==> src/dbpm_defines.svh <==
// Constants for the dual byte port and bus multiplexer
`ifndef DBPM_DEFINES_SVH
`define DBPM_DEFINES_SVH
// Register addresses on the plain register port
`define DBPM_A_FP_PINS 4'h0
`define DBPM_A_FP_LATCH 4'h1
`define DBPM_A_FP_DIR 4'h2
`define DBPM_A_SP_PINS 4'h3
`define DBPM_A_SP_LATCH 4'h4
`define DBPM_A_SP_DIR 4'h5
`define DBPM_A_SLV_CTRL 4'h6
`define DBPM_A_MEM_CTRL 4'h7
// Reset values
`define DBPM_DIR_RST 8'hFF
`define DBPM_LAT_RST 8'h00
`define DBPM_CTL_RST 8'h00
`define DBPM_PAD_RST 16'h0000
// Field positions and implemented-bit masks
`define DBPM_BIT_BUSDIS 7
`define DBPM_BIT_SLVEN 4
`define DBPM_MEM_MASK 8'hB3
`define DBPM_SLV_MASK 8'h10
// Program memory mode codes
`define DBPM_MODE_MCU 2'h0
`define DBPM_MODE_MPU 2'h1
`define DBPM_MODE_EXT 2'h2
// Second-port pin roles and masks
`define DBPM_PIN_RD 8
`define DBPM_PIN_WR 9
`define DBPM_PIN_CS 10
`define DBPM_PIN_CH2 7
`define DBPM_CTRL_MASK 8'h07
`define DBPM_CH2_MASK 8'h80
`define DBPM_ZERO8 8'h00
`define DBPM_ONES8 8'hFF
`endif

==> src/dbpm_pkg.sv <==
// Types shared by the dual byte port and bus multiplexer
package dbpm_pkg;
  `include "dbpm_defines.svh"

  // Slave transfer state, Gray along idle-read and idle-write
  typedef enum logic [1:0] {
    DBPM_IDLE = 2'h0,
    DBPM_HREAD = 2'h1,
    DBPM_HWRITE = 2'h2
  } dbpm_slv_t;

  // Pad drive of one port
  typedef struct packed {
    logic [7:0] out;
    logic [7:0] oe;
  } dbpm_pad_t;

  // Per-bit takeover of a port by a peripheral function
  typedef struct packed {
    logic [7:0] mask;
    logic [7:0] out;
    logic [7:0] oe;
  } dbpm_ovr_t;

  // Three-stage pin synchroniser with agreement filter
  typedef struct packed {
    logic [15:0] s1;
    logic [15:0] s2;
    logic [15:0] s3;
    logic [15:0] stable;
  } dbpm_sync_t;

  // State of the main module apart from the reset synchroniser
  typedef struct packed {
    logic [7:0] fpLatch;
    logic [7:0] fpDir;
    logic [7:0] spLatch;
    logic [7:0] spDir;
    logic [7:0] slvCtrl;
    logic [7:0] memCtrl;
    logic [7:0] rdData;
    logic [7:0] slaveIn;
    dbpm_slv_t slv;
    logic wrPulse;
    logic rdPulse;
  } dbpm_state_t;
endpackage

==> src/dbpm_sync.sv <==
// Three-flop pin synchroniser; a change counts once stages two and three agree
`timescale 1ns/100ps
`default_nettype none
module dbpm_sync
  import dbpm_pkg::*;
(
  // Clock and synchronised reset
  input wire logic clock,
  input wire logic rstSync_n,
  // Raw pins and filtered levels
  input wire logic [15:0] raw,
  output logic [15:0] stable
);
  dbpm_sync_t st_r;
  dbpm_sync_t st_nxt;

  // Stage one feeds only stage two, never the filter
  always_comb begin
    st_nxt = st_r;
    st_nxt.s1 = raw;
    st_nxt.s2 = st_r.s1;
    st_nxt.s3 = st_r.s2;
    st_nxt.stable = (st_r.s2 & ~(st_r.s2 ^ st_r.s3)) | (st_r.stable & (st_r.s2 ^ st_r.s3));
  end

  // State register
  always_ff @(posedge clock or negedge rstSync_n) begin
    if (!rstSync_n) begin
      st_r <= '1; // Strobes idle high, so no false host strobe after reset
    end else begin
      st_r <= st_nxt;
    end
  end

  assign stable = st_r.stable;
endmodule
`default_nettype wire

==> src/dbpm_pin_mux.sv <==
// Pad driver of one 8-bit port: bus, peripheral takeover or latch and direction
`timescale 1ns/100ps
`default_nettype none
`include "dbpm_defines.svh"
module dbpm_pin_mux
  import dbpm_pkg::*;
(
  // Clock and synchronised reset
  input wire logic clock,
  input wire logic rstSync_n,
  // Port registers
  input wire logic [7:0] latch,
  input wire logic [7:0] dir,
  // System bus ownership
  input wire logic busOwn,
  input wire logic [7:0] busOut,
  input wire logic busOe,
  // Peripheral takeover
  input wire dbpm_ovr_t ovr,
  // Pads
  output logic [7:0] padOut,
  output logic [7:0] padOe
);
  dbpm_pad_t st_r;
  dbpm_pad_t st_nxt;

  // Bus wins over everything; else direction 1 means input
  always_comb begin
    st_nxt = st_r;
    if (busOwn) begin
      st_nxt.out = busOut;
      st_nxt.oe = {8{busOe}};
    end else begin
      st_nxt.out = (ovr.mask & ovr.out) | (~ovr.mask & latch);
      st_nxt.oe = (ovr.mask & ovr.oe) | (~ovr.mask & ~dir);
    end
  end

  // Registered pads so nothing glitches off decode logic; reset leaves all undriven
  always_ff @(posedge clock or negedge rstSync_n) begin
    if (!rstSync_n) begin
      st_r <= `DBPM_PAD_RST;
    end else begin
      st_r <= st_nxt;
    end
  end

  assign padOut = st_r.out;
  assign padOe = st_r.oe;
endmodule
`default_nettype wire

==> src/dbpm_port_mux.sv <==
// Dual byte general-purpose port shared with the multiplexed system bus and slave port
//
// Behaviour
// - First port direction 1 makes pin input
// - First port direction 0 drives latch value
// - First port latch register reads latched value
// - Reset sets first port direction all ones
// - First port is GPIO only when bus disabled
// - Active bus puts low byte on first port
// - Slave mode makes first port host data port
// - Second port direction 1 makes pin input
// - Second port direction 0 drives latch value
// - Second port latch register reads latched value
// - Large variant second port GPIO needs bus disabled
// - Large variant processor modes put high byte on second
// - Slave mode turns pins 2..0 into controls
// - Pin 7 carries channel 2 when selected
// - Large extended mode starts on system bus
// - Select low means chosen, high means not
//
// Our own choices: the placing of the registers and the strobed register port.
`timescale 1ns/100ps
`default_nettype none
`include "dbpm_defines.svh"
module dbpm_port_mux
  import dbpm_pkg::*;
(
  // Clock and reset
  input wire logic clock,
  input wire logic rst_n,
  // Register port
  input wire logic [3:0] regAddr,
  input wire logic [7:0] regWrData,
  input wire logic regWrStb,
  input wire logic regRdStb,
  output logic [7:0] regRdData,
  // Device configuration levels
  input wire logic [1:0] memMode,
  input wire logic largeVariant,
  input wire logic channel2PinSelect,
  // External bus engine side
  input wire logic [15:0] extBusOut,
  input wire logic extBusOe,
  output logic [15:0] extBusIn,
  output logic extBusActive,
  // Capture/compare channel 2 side
  input wire logic ch2Out,
  input wire logic ch2Oe,
  output logic ch2Routed,
  // Slave port events
  output logic [7:0] slaveData,
  output logic slaveWrPulse,
  output logic slaveRdPulse,
  // First port pads
  input wire logic [7:0] fpIn,
  output logic [7:0] fpOut,
  output logic [7:0] fpOe,
  // Second port pads
  input wire logic [7:0] spIn,
  output logic [7:0] spOut,
  output logic [7:0] spOe
);
  logic [1:0] rstPipe_r;
  logic rstSync_n;
  dbpm_state_t st_r;
  dbpm_state_t st_nxt;
  logic [15:0] pinStable;
  logic busActive;
  logic fpBus;
  logic spBus;
  logic slaveActive;
  logic ch2Take;
  logic hostSel;
  logic hostRd;
  logic hostWr;
  dbpm_ovr_t fpOvr;
  dbpm_ovr_t spOvr;

  // Field write with unimplemented bits held at zero
  function automatic logic [7:0] maskedWrite(input logic [7:0] data, input logic [7:0] mask);
    maskedWrite = data & mask;
  endfunction

  // Address match against a strobe
  function automatic logic hit(input logic stb, input logic [3:0] addr, input logic [3:0] want);
    hit = stb && (addr == want);
  endfunction

  // Reset release through two flops; assertion stays asynchronous
  always_ff @(posedge clock or negedge rst_n) begin
    if (!rst_n) begin
      rstPipe_r <= 2'h0;
    end else begin
      rstPipe_r <= {rstPipe_r[0], 1'b1};
    end
  end
  assign rstSync_n = rstPipe_r[1];

  // Both ports come from pins, so both pass the three-flop filter
  dbpm_sync u_sync (
    .clock(clock),
    .rstSync_n(rstSync_n),
    .raw({spIn, fpIn}),
    .stable(pinStable)
  );

  // Ownership decode; bus needs a processor mode and bus-disable clear
  assign busActive = (memMode != `DBPM_MODE_MCU) && !st_r.memCtrl[`DBPM_BIT_BUSDIS];
  assign fpBus = busActive;
  assign spBus = busActive && largeVariant;
  assign slaveActive = st_r.slvCtrl[`DBPM_BIT_SLVEN] && (memMode == `DBPM_MODE_MCU);
  assign ch2Take = (memMode == `DBPM_MODE_MCU) && !channel2PinSelect;

  // Host strobes, active low; select high blocks everything
  assign hostSel = !pinStable[`DBPM_PIN_CS];
  assign hostRd = hostSel && !pinStable[`DBPM_PIN_RD];
  assign hostWr = hostSel && !pinStable[`DBPM_PIN_WR] && pinStable[`DBPM_PIN_RD];

  // First port: whole byte goes to the host only during a host read
  always_comb begin
    fpOvr.mask = slaveActive ? `DBPM_ONES8 : `DBPM_ZERO8;
    fpOvr.out = st_r.fpLatch;
    fpOvr.oe = (st_r.slv == DBPM_HREAD) ? `DBPM_ONES8 : `DBPM_ZERO8;
  end

  // Second port: controls forced to input even if software forgot the direction bits
  always_comb begin
    spOvr.mask = (slaveActive ? `DBPM_CTRL_MASK : `DBPM_ZERO8) |
                 (ch2Take ? `DBPM_CH2_MASK : `DBPM_ZERO8);
    spOvr.out = ch2Out ? `DBPM_CH2_MASK : `DBPM_ZERO8;
    spOvr.oe = ch2Oe ? `DBPM_CH2_MASK : `DBPM_ZERO8;
  end

  // Next state: register writes, register reads and slave sequencing
  always_comb begin
    st_nxt = st_r;
    st_nxt.wrPulse = 1'b0;
    st_nxt.rdPulse = 1'b0;
    st_nxt.rdData = `DBPM_ZERO8;
    // Pins and latch addresses both land in the latch
    if (hit(regWrStb, regAddr, `DBPM_A_FP_PINS) || hit(regWrStb, regAddr, `DBPM_A_FP_LATCH)) begin
      st_nxt.fpLatch = regWrData;
    end
    if (hit(regWrStb, regAddr, `DBPM_A_SP_PINS) || hit(regWrStb, regAddr, `DBPM_A_SP_LATCH)) begin
      st_nxt.spLatch = regWrData;
    end
    if (hit(regWrStb, regAddr, `DBPM_A_FP_DIR)) begin
      st_nxt.fpDir = regWrData;
    end
    if (hit(regWrStb, regAddr, `DBPM_A_SP_DIR)) begin
      st_nxt.spDir = regWrData;
    end
    if (hit(regWrStb, regAddr, `DBPM_A_SLV_CTRL)) begin
      st_nxt.slvCtrl = maskedWrite(regWrData, `DBPM_SLV_MASK);
    end
    if (hit(regWrStb, regAddr, `DBPM_A_MEM_CTRL)) begin
      st_nxt.memCtrl = maskedWrite(regWrData, `DBPM_MEM_MASK);
    end
    // Read data stands only in the cycle after the strobe; unmapped reads zero
    if (regRdStb) begin
      case (regAddr)
        `DBPM_A_FP_PINS: st_nxt.rdData = pinStable[7:0];
        `DBPM_A_FP_LATCH: st_nxt.rdData = st_r.fpLatch;
        `DBPM_A_FP_DIR: st_nxt.rdData = st_r.fpDir;
        `DBPM_A_SP_PINS: st_nxt.rdData = pinStable[15:8];
        `DBPM_A_SP_LATCH: st_nxt.rdData = st_r.spLatch;
        `DBPM_A_SP_DIR: st_nxt.rdData = st_r.spDir;
        `DBPM_A_SLV_CTRL: st_nxt.rdData = st_r.slvCtrl;
        `DBPM_A_MEM_CTRL: st_nxt.rdData = st_r.memCtrl;
        default: st_nxt.rdData = `DBPM_ZERO8;
      endcase
    end
    // Host transfer sequencer; leaving slave mode aborts without a pulse
    if (!slaveActive) begin
      st_nxt.slv = DBPM_IDLE;
    end else begin
      case (st_r.slv)
        DBPM_IDLE: begin
          if (hostRd) begin
            st_nxt.slv = DBPM_HREAD;
          end else if (hostWr) begin
            st_nxt.slv = DBPM_HWRITE;
          end
        end
        DBPM_HREAD: begin
          if (!hostRd) begin
            st_nxt.slv = DBPM_IDLE;
            st_nxt.rdPulse = 1'b1;
          end
        end
        DBPM_HWRITE: begin
          // Keep sampling while the strobe is low; last byte before release wins
          if (hostWr) begin
            st_nxt.slaveIn = pinStable[7:0];
          end else begin
            st_nxt.slv = DBPM_IDLE;
            st_nxt.wrPulse = 1'b1;
          end
        end
        default: st_nxt.slv = DBPM_IDLE;
      endcase
    end
  end

  // State register; control state defined at reset
  always_ff @(posedge clock or negedge rstSync_n) begin
    if (!rstSync_n) begin
      st_r.fpLatch <= `DBPM_LAT_RST;
      st_r.fpDir <= `DBPM_DIR_RST;
      st_r.spLatch <= `DBPM_LAT_RST;
      st_r.spDir <= `DBPM_DIR_RST;
      st_r.slvCtrl <= `DBPM_CTL_RST;
      st_r.memCtrl <= `DBPM_CTL_RST;
      st_r.rdData <= `DBPM_ZERO8;
      st_r.slaveIn <= `DBPM_ZERO8;
      st_r.slv <= DBPM_IDLE;
      st_r.wrPulse <= 1'b0;
      st_r.rdPulse <= 1'b0;
    end else begin
      st_r <= st_nxt;
    end
  end

  // Low byte pads
  dbpm_pin_mux u_fp (
    .clock(clock),
    .rstSync_n(rstSync_n),
    .latch(st_r.fpLatch),
    .dir(st_r.fpDir),
    .busOwn(fpBus),
    .busOut(extBusOut[7:0]),
    .busOe(extBusOe),
    .ovr(fpOvr),
    .padOut(fpOut),
    .padOe(fpOe)
  );

  // High byte pads
  dbpm_pin_mux u_sp (
    .clock(clock),
    .rstSync_n(rstSync_n),
    .latch(st_r.spLatch),
    .dir(st_r.spDir),
    .busOwn(spBus),
    .busOut(extBusOut[15:8]),
    .busOe(extBusOe),
    .ovr(spOvr),
    .padOut(spOut),
    .padOe(spOe)
  );

  // Outputs
  assign regRdData = st_r.rdData;
  assign extBusIn = pinStable;
  assign extBusActive = busActive;
  assign ch2Routed = ch2Take && !spBus;
  assign slaveData = st_r.slaveIn;
  assign slaveWrPulse = st_r.wrPulse;
  assign slaveRdPulse = st_r.rdPulse;

  logic fpGpio;
  logic spGpio;
  assign fpGpio = !fpBus && !slaveActive;
  assign spGpio = !spBus;
endmodule
`default_nettype wire

==> config.mk <==
export PLATFORM = sky130hd
export DESIGN_NAME = dbpm_port_mux
export DESIGN_NICKNAME = d
export VERILOG_FILES = /design/src/dbpm_pkg.sv /design/src/dbpm_sync.sv /design/src/dbpm_pin_mux.sv /design/src/dbpm_port_mux.sv
export VERILOG_INCLUDE_DIRS = /design/src /design/src/src
export SDC_FILE = /design/constraint.sdc
export NUM_CORES = 1
export LEC_CHECK = 0
export ABC_AREA = 1
export BUFFER_PORTS_ARGS = -buffer_cell sky130_fd_sc_hd__buf_2
export CAP_MARGIN = 20
export CORE_ASPECT_RATIO = 1.75
export CORE_UTILIZATION = 55
export DETAILED_ROUTE_END_ITERATION = 10
export HOLD_SLACK_MARGIN = 0.05
export MAX_ROUTING_LAYER = met4
export PLACE_DENSITY = 0.8
export SLEW_MARGIN = 20
export SYNTH_ARGS = -nofsm -noshare
export SYNTH_HDL_FRONTEND = slang
export SYNTH_SLANG_ARGS = --single-unit
==> constraint.sdc <==
create_clock -name clock -period 12.6 [get_ports clock]
set_input_delay 0.63 -clock clock [delete_from_list [all_inputs] [get_ports clock]]
set_output_delay 0.63 -clock clock [all_outputs]
set_load 0.005 [all_outputs]
==> reports/results.md <==
| Parameter | Value | Unit |
|---|---|---|
| Total Power | 1.266 | mW |
| Pwr/cell area | 177.3 | mW/mm2 |
| Worst Setup EP | extBusActive | - |
| Number of buffers inserted during clock tree synthesis | 17 | - |
| Proportion of synthesized area in mux cells | 0 | - |
| CTS tree | built | - |
| Fraction of final layout cells sized beyond drive strength 1 | 0.3765 | - |
| Combinational family with the most area after synthesis | simple AND/OR/NAND/NOR gates | - |
| Cell Rows | 50 | - |
| CTS clk-pin slew, worst paths | 60 | ps |
| Routed WL per cell | 16.33 | um |
| Total global routing track utilization | 0.2556 | - |
| Final number of max-transition violations | 0 | - |
| Number of vias per cell | 5.153 | - |
| Critical Path Most Common Cell | inv_1 | - |
| Adder-cell share of the synthesized area | 0.02640 | - |
| Worst setup slack for register-to-register paths | 10530 | ps |
| Worst path slowest cell | dfrtp_1 | - |
| Syn Inst Count | 566 | - |
| Worst Tran Pin Value | 1046 | ps |
| Worst vdd ir | 0.1820 | mV |
| Effective utilization at floorplan | 0.5671 | - |
| Area taken by multi-input logic gates | 0.001549 | mm2 |
| Post-layout minimum cycle time | 2345 | ps |
| Average size of a mapped cell | 10.72 | um2 |
| Max Clk Rate | 426.5 | MHz |
| CTS Buffer Depth | 2 | - |
| Placeable Area | 0.01070 | mm2 |
| Crit-path max FO | 16 | - |
| DP Wirelength | 9.371 | mm |
| Origin of the critical flop-to-flop path | st_r[27] | - |
| Floorplan die area | 0.01147 | mm2 |
| Required arrival time at the worst endpoint | 11970 | ps |
| Setup repair after global routing missed its margin | false | - |
| Category of the worst setup path launch point | register | - |
| Post-synthesis to final-layout area growth | 17.71 | % |
| Count of antenna diodes in the layout | 0 | - |
| Total negative slack for setup checks | 0 | ps |
| Post-synthesis sequential area ratio | 0.6599 | - |
| CP Data Arrival Time | 1710 | ps |
| Critical Path, Cell by Cell | inv_1 -> nand2_1 -> inv_1 -> buf_2 | - |
| CP Launch Point | st_r[27] | - |
| Met3 routed wirelength | 688 | um |
| DR WL met2 | 6.698 | mm |
| CP Class | register to output port | - |
| Antenna violations before repair | 0 | - |
| CP bufs+invs | 3 | - |
| Global route overflow | 0 | - |
| Height of the die | 140.9 | um |
| Area of the mapped netlist | 0.006067 | mm2 |
| Number of global-route vias before repair | 4139 | - |
| Routed vias | 4133 | - |
| Cell class contributing the biggest share of worst-path delay | buffers and inverters | - |
| Top Layer Used | met4 | - |
| Post-synthesis share of cell area spent on and, or, nand and nor gates | 0.1588 | - |
| Count of boundary I/O pins | 123 | - |
| Latest clock arrival within the worst-skew pair | 420 | ps |
| Detailed-routing wirelength on met1 | 5.167 | mm |
| Count of final setup violators | 0 | - |
| GPL Wtd Cong | 0.9624 | - |
| DRC violations left | 0 | - |
| Clock tree root driver cell | clkbuf_16 | - |
| Delay of the slowest cell on the worst path | 410 | ps |
| Worst max-slew margin expressed relative to the limit | 0.3021 | - |
| Maxcap violations | 0 | - |
| Synthesis-stage register bit count | 156 | - |
| Endpoint of the worst-slack reg-to-reg timing path | u_sp.padOe[1] | - |
| Clk sinks | 156 | - |
| Type of destination of the critical path | output port | - |
| Xor/xnor share of the synthesized area | 0 | - |
| Number of filler cells placed in the layout | 805 | - |
| Nets | 714 | - |
| Depth of the most critical reg-to-reg path | 5 | - |
| Number of buffers added for setup after CTS | 0 | - |
| Iteration-0 DRC Markers | 193 | - |
| Distinct cell type count of the synthesized netlist | 27 | - |
| Area fraction in compound gates after synthesis | 0.06950 | - |
| Hold Violations, Final | 0 | - |
| Period utilisation layout | 0.1861 | - |
| Final routed wirelength across all metal layers | 13.10 | mm |
| Clock skew after layout | 9.026 | ps |
| Die Span X | 81.40 | um |
| Net count after synthesis | 621 | - |
| Worst min-delay path class | register to asynchronous set/reset pin | - |
| Path length in cells of the critical path | 4 | - |
| Htree depth | 4 | - |
| First-pass DRT Iterations | 4 | - |
| Area used by sequential logic in the layout | 0.004008 | mm2 |
| Antenna viol nets, final | 0 | - |
| Number of warning messages in the yosys log | 0 | - |
| Maximum number of pins on one net before global-route repair | 91 | - |
| Leakage Power | 3.446 | nW |
| Wire length of the first global-routing pass | 20.72 | mm |
| Outcome | completed | - |
| IO buf count | 122 | - |
## metal layers
layer  vias to the layer above  GRT usage
met2                       142     0.4079
met4                         0     0.1297
met1                      1961     0.3028
met3                        35    0.04919
li1                       1995          -
met5                         -          -
## how the worst min path moves through the flow
stage | startpoint | to
after floorplan | rst_n | rstPipe_r[0]
after global placement | rstPipe_r[0] | rstPipe_r[1]
after detailed placement | u_sync.st_nxt[33] | u_sync.st_nxt[17]
after CTS | spIn[0] | u_sync.st_nxt[40]
after global routing | spIn[0] | u_sync.st_nxt[40]
final | rstPipe_r[1] | st_r[25]
## power breakdown
group	internal (mW)	total (mW)	switching, mW
sequential	0.582	0.625	0.0432
clock	0.302	0.503	0.201
combinational	0.0579	0.138	0.0801
total	0.942	1.27	0.324
## timing repair
| item | CTS | global route |
|---|---|---|
| endpoints found under the hold margin | 2 | 0 |
| endpoints found under the setup margin | 0 | 0 |
| hold buffers | 1 | 0 |
| resized for setup | 0 | 0 |
## layout by cell type, fill, tap and decap left out, drive strengths merged, types with 2 or more instances in the layout
cell type	instances
buf	125
nand3	62
clkinvlp	2
o31ai	6
o21ai	65
clkbuf	22
clkinv	3
dfrtp	76
a21oi	8
inv	47
dfstp	80
nand2	121
nor2	32
maj3	16
## layout make-up
| class | count | area share |
|---|---|---|
| clock buffers | 22 | 0.06938 |
| inverters | 43 | 0.02260 |
| flip-flops and latches | 156 | 0.5611 |
| well taps | 130 | 0.02278 |
| repair buffers | 126 | 0.09285 |
| clock inverters | 10 | 0.01437 |
| multi-input cells | 315 | 0.2169 |
## stage by stage
stage                     instances  setup slack, ps  hold slack (ps)  utilization  cell area, um2
final                           802            10260            296.3       0.6676            7142
after global placement          768            10120            340.1       0.6082            6506
after global routing            802            10080            289.3       0.6676            7142
after floorplan                 566             8071            331.2            -            6067
after CTS                       801            10230            289.7       0.6650            7114
after detailed placement        768            10010            346.8       0.6082            6506
## cell usage after synthesis (all sizes together)
| master | instances | share of area |
|---|---|---|
| o21ai | 65 | 0.054 |
| conb | 1 | 0.00062 |
| inv | 43 | 0.027 |
| clkbuf | 1 | 0.00062 |
| nor2 | 32 | 0.024 |
| a21oi | 8 | 0.0066 |
| nor4 | 1 | 0.0010 |
| nor3 | 1 | 0.0016 |
| nand4 | 1 | 0.0021 |
| buf | 51 | 0.058 |
| o31ai | 6 | 0.0074 |
| nand3 | 62 | 0.054 |
| o2111a | 1 | 0.0019 |
| dfrtp | 76 | 0.31 |
| nand2 | 121 | 0.077 |
| dfstp | 80 | 0.35 |
| maj3 | 16 | 0.026 |
## kinds of logic after synthesis
| kind of cell | Yosys count |
|---|---|
| fa+ha+maj | 16 |
| flops | 156 |
| other cells | 1 |
| compound gates | 80 |
| simple gates | 218 |
| buf+inv | 95 |
No activity file was read; power rests on OpenSTA's default activity.
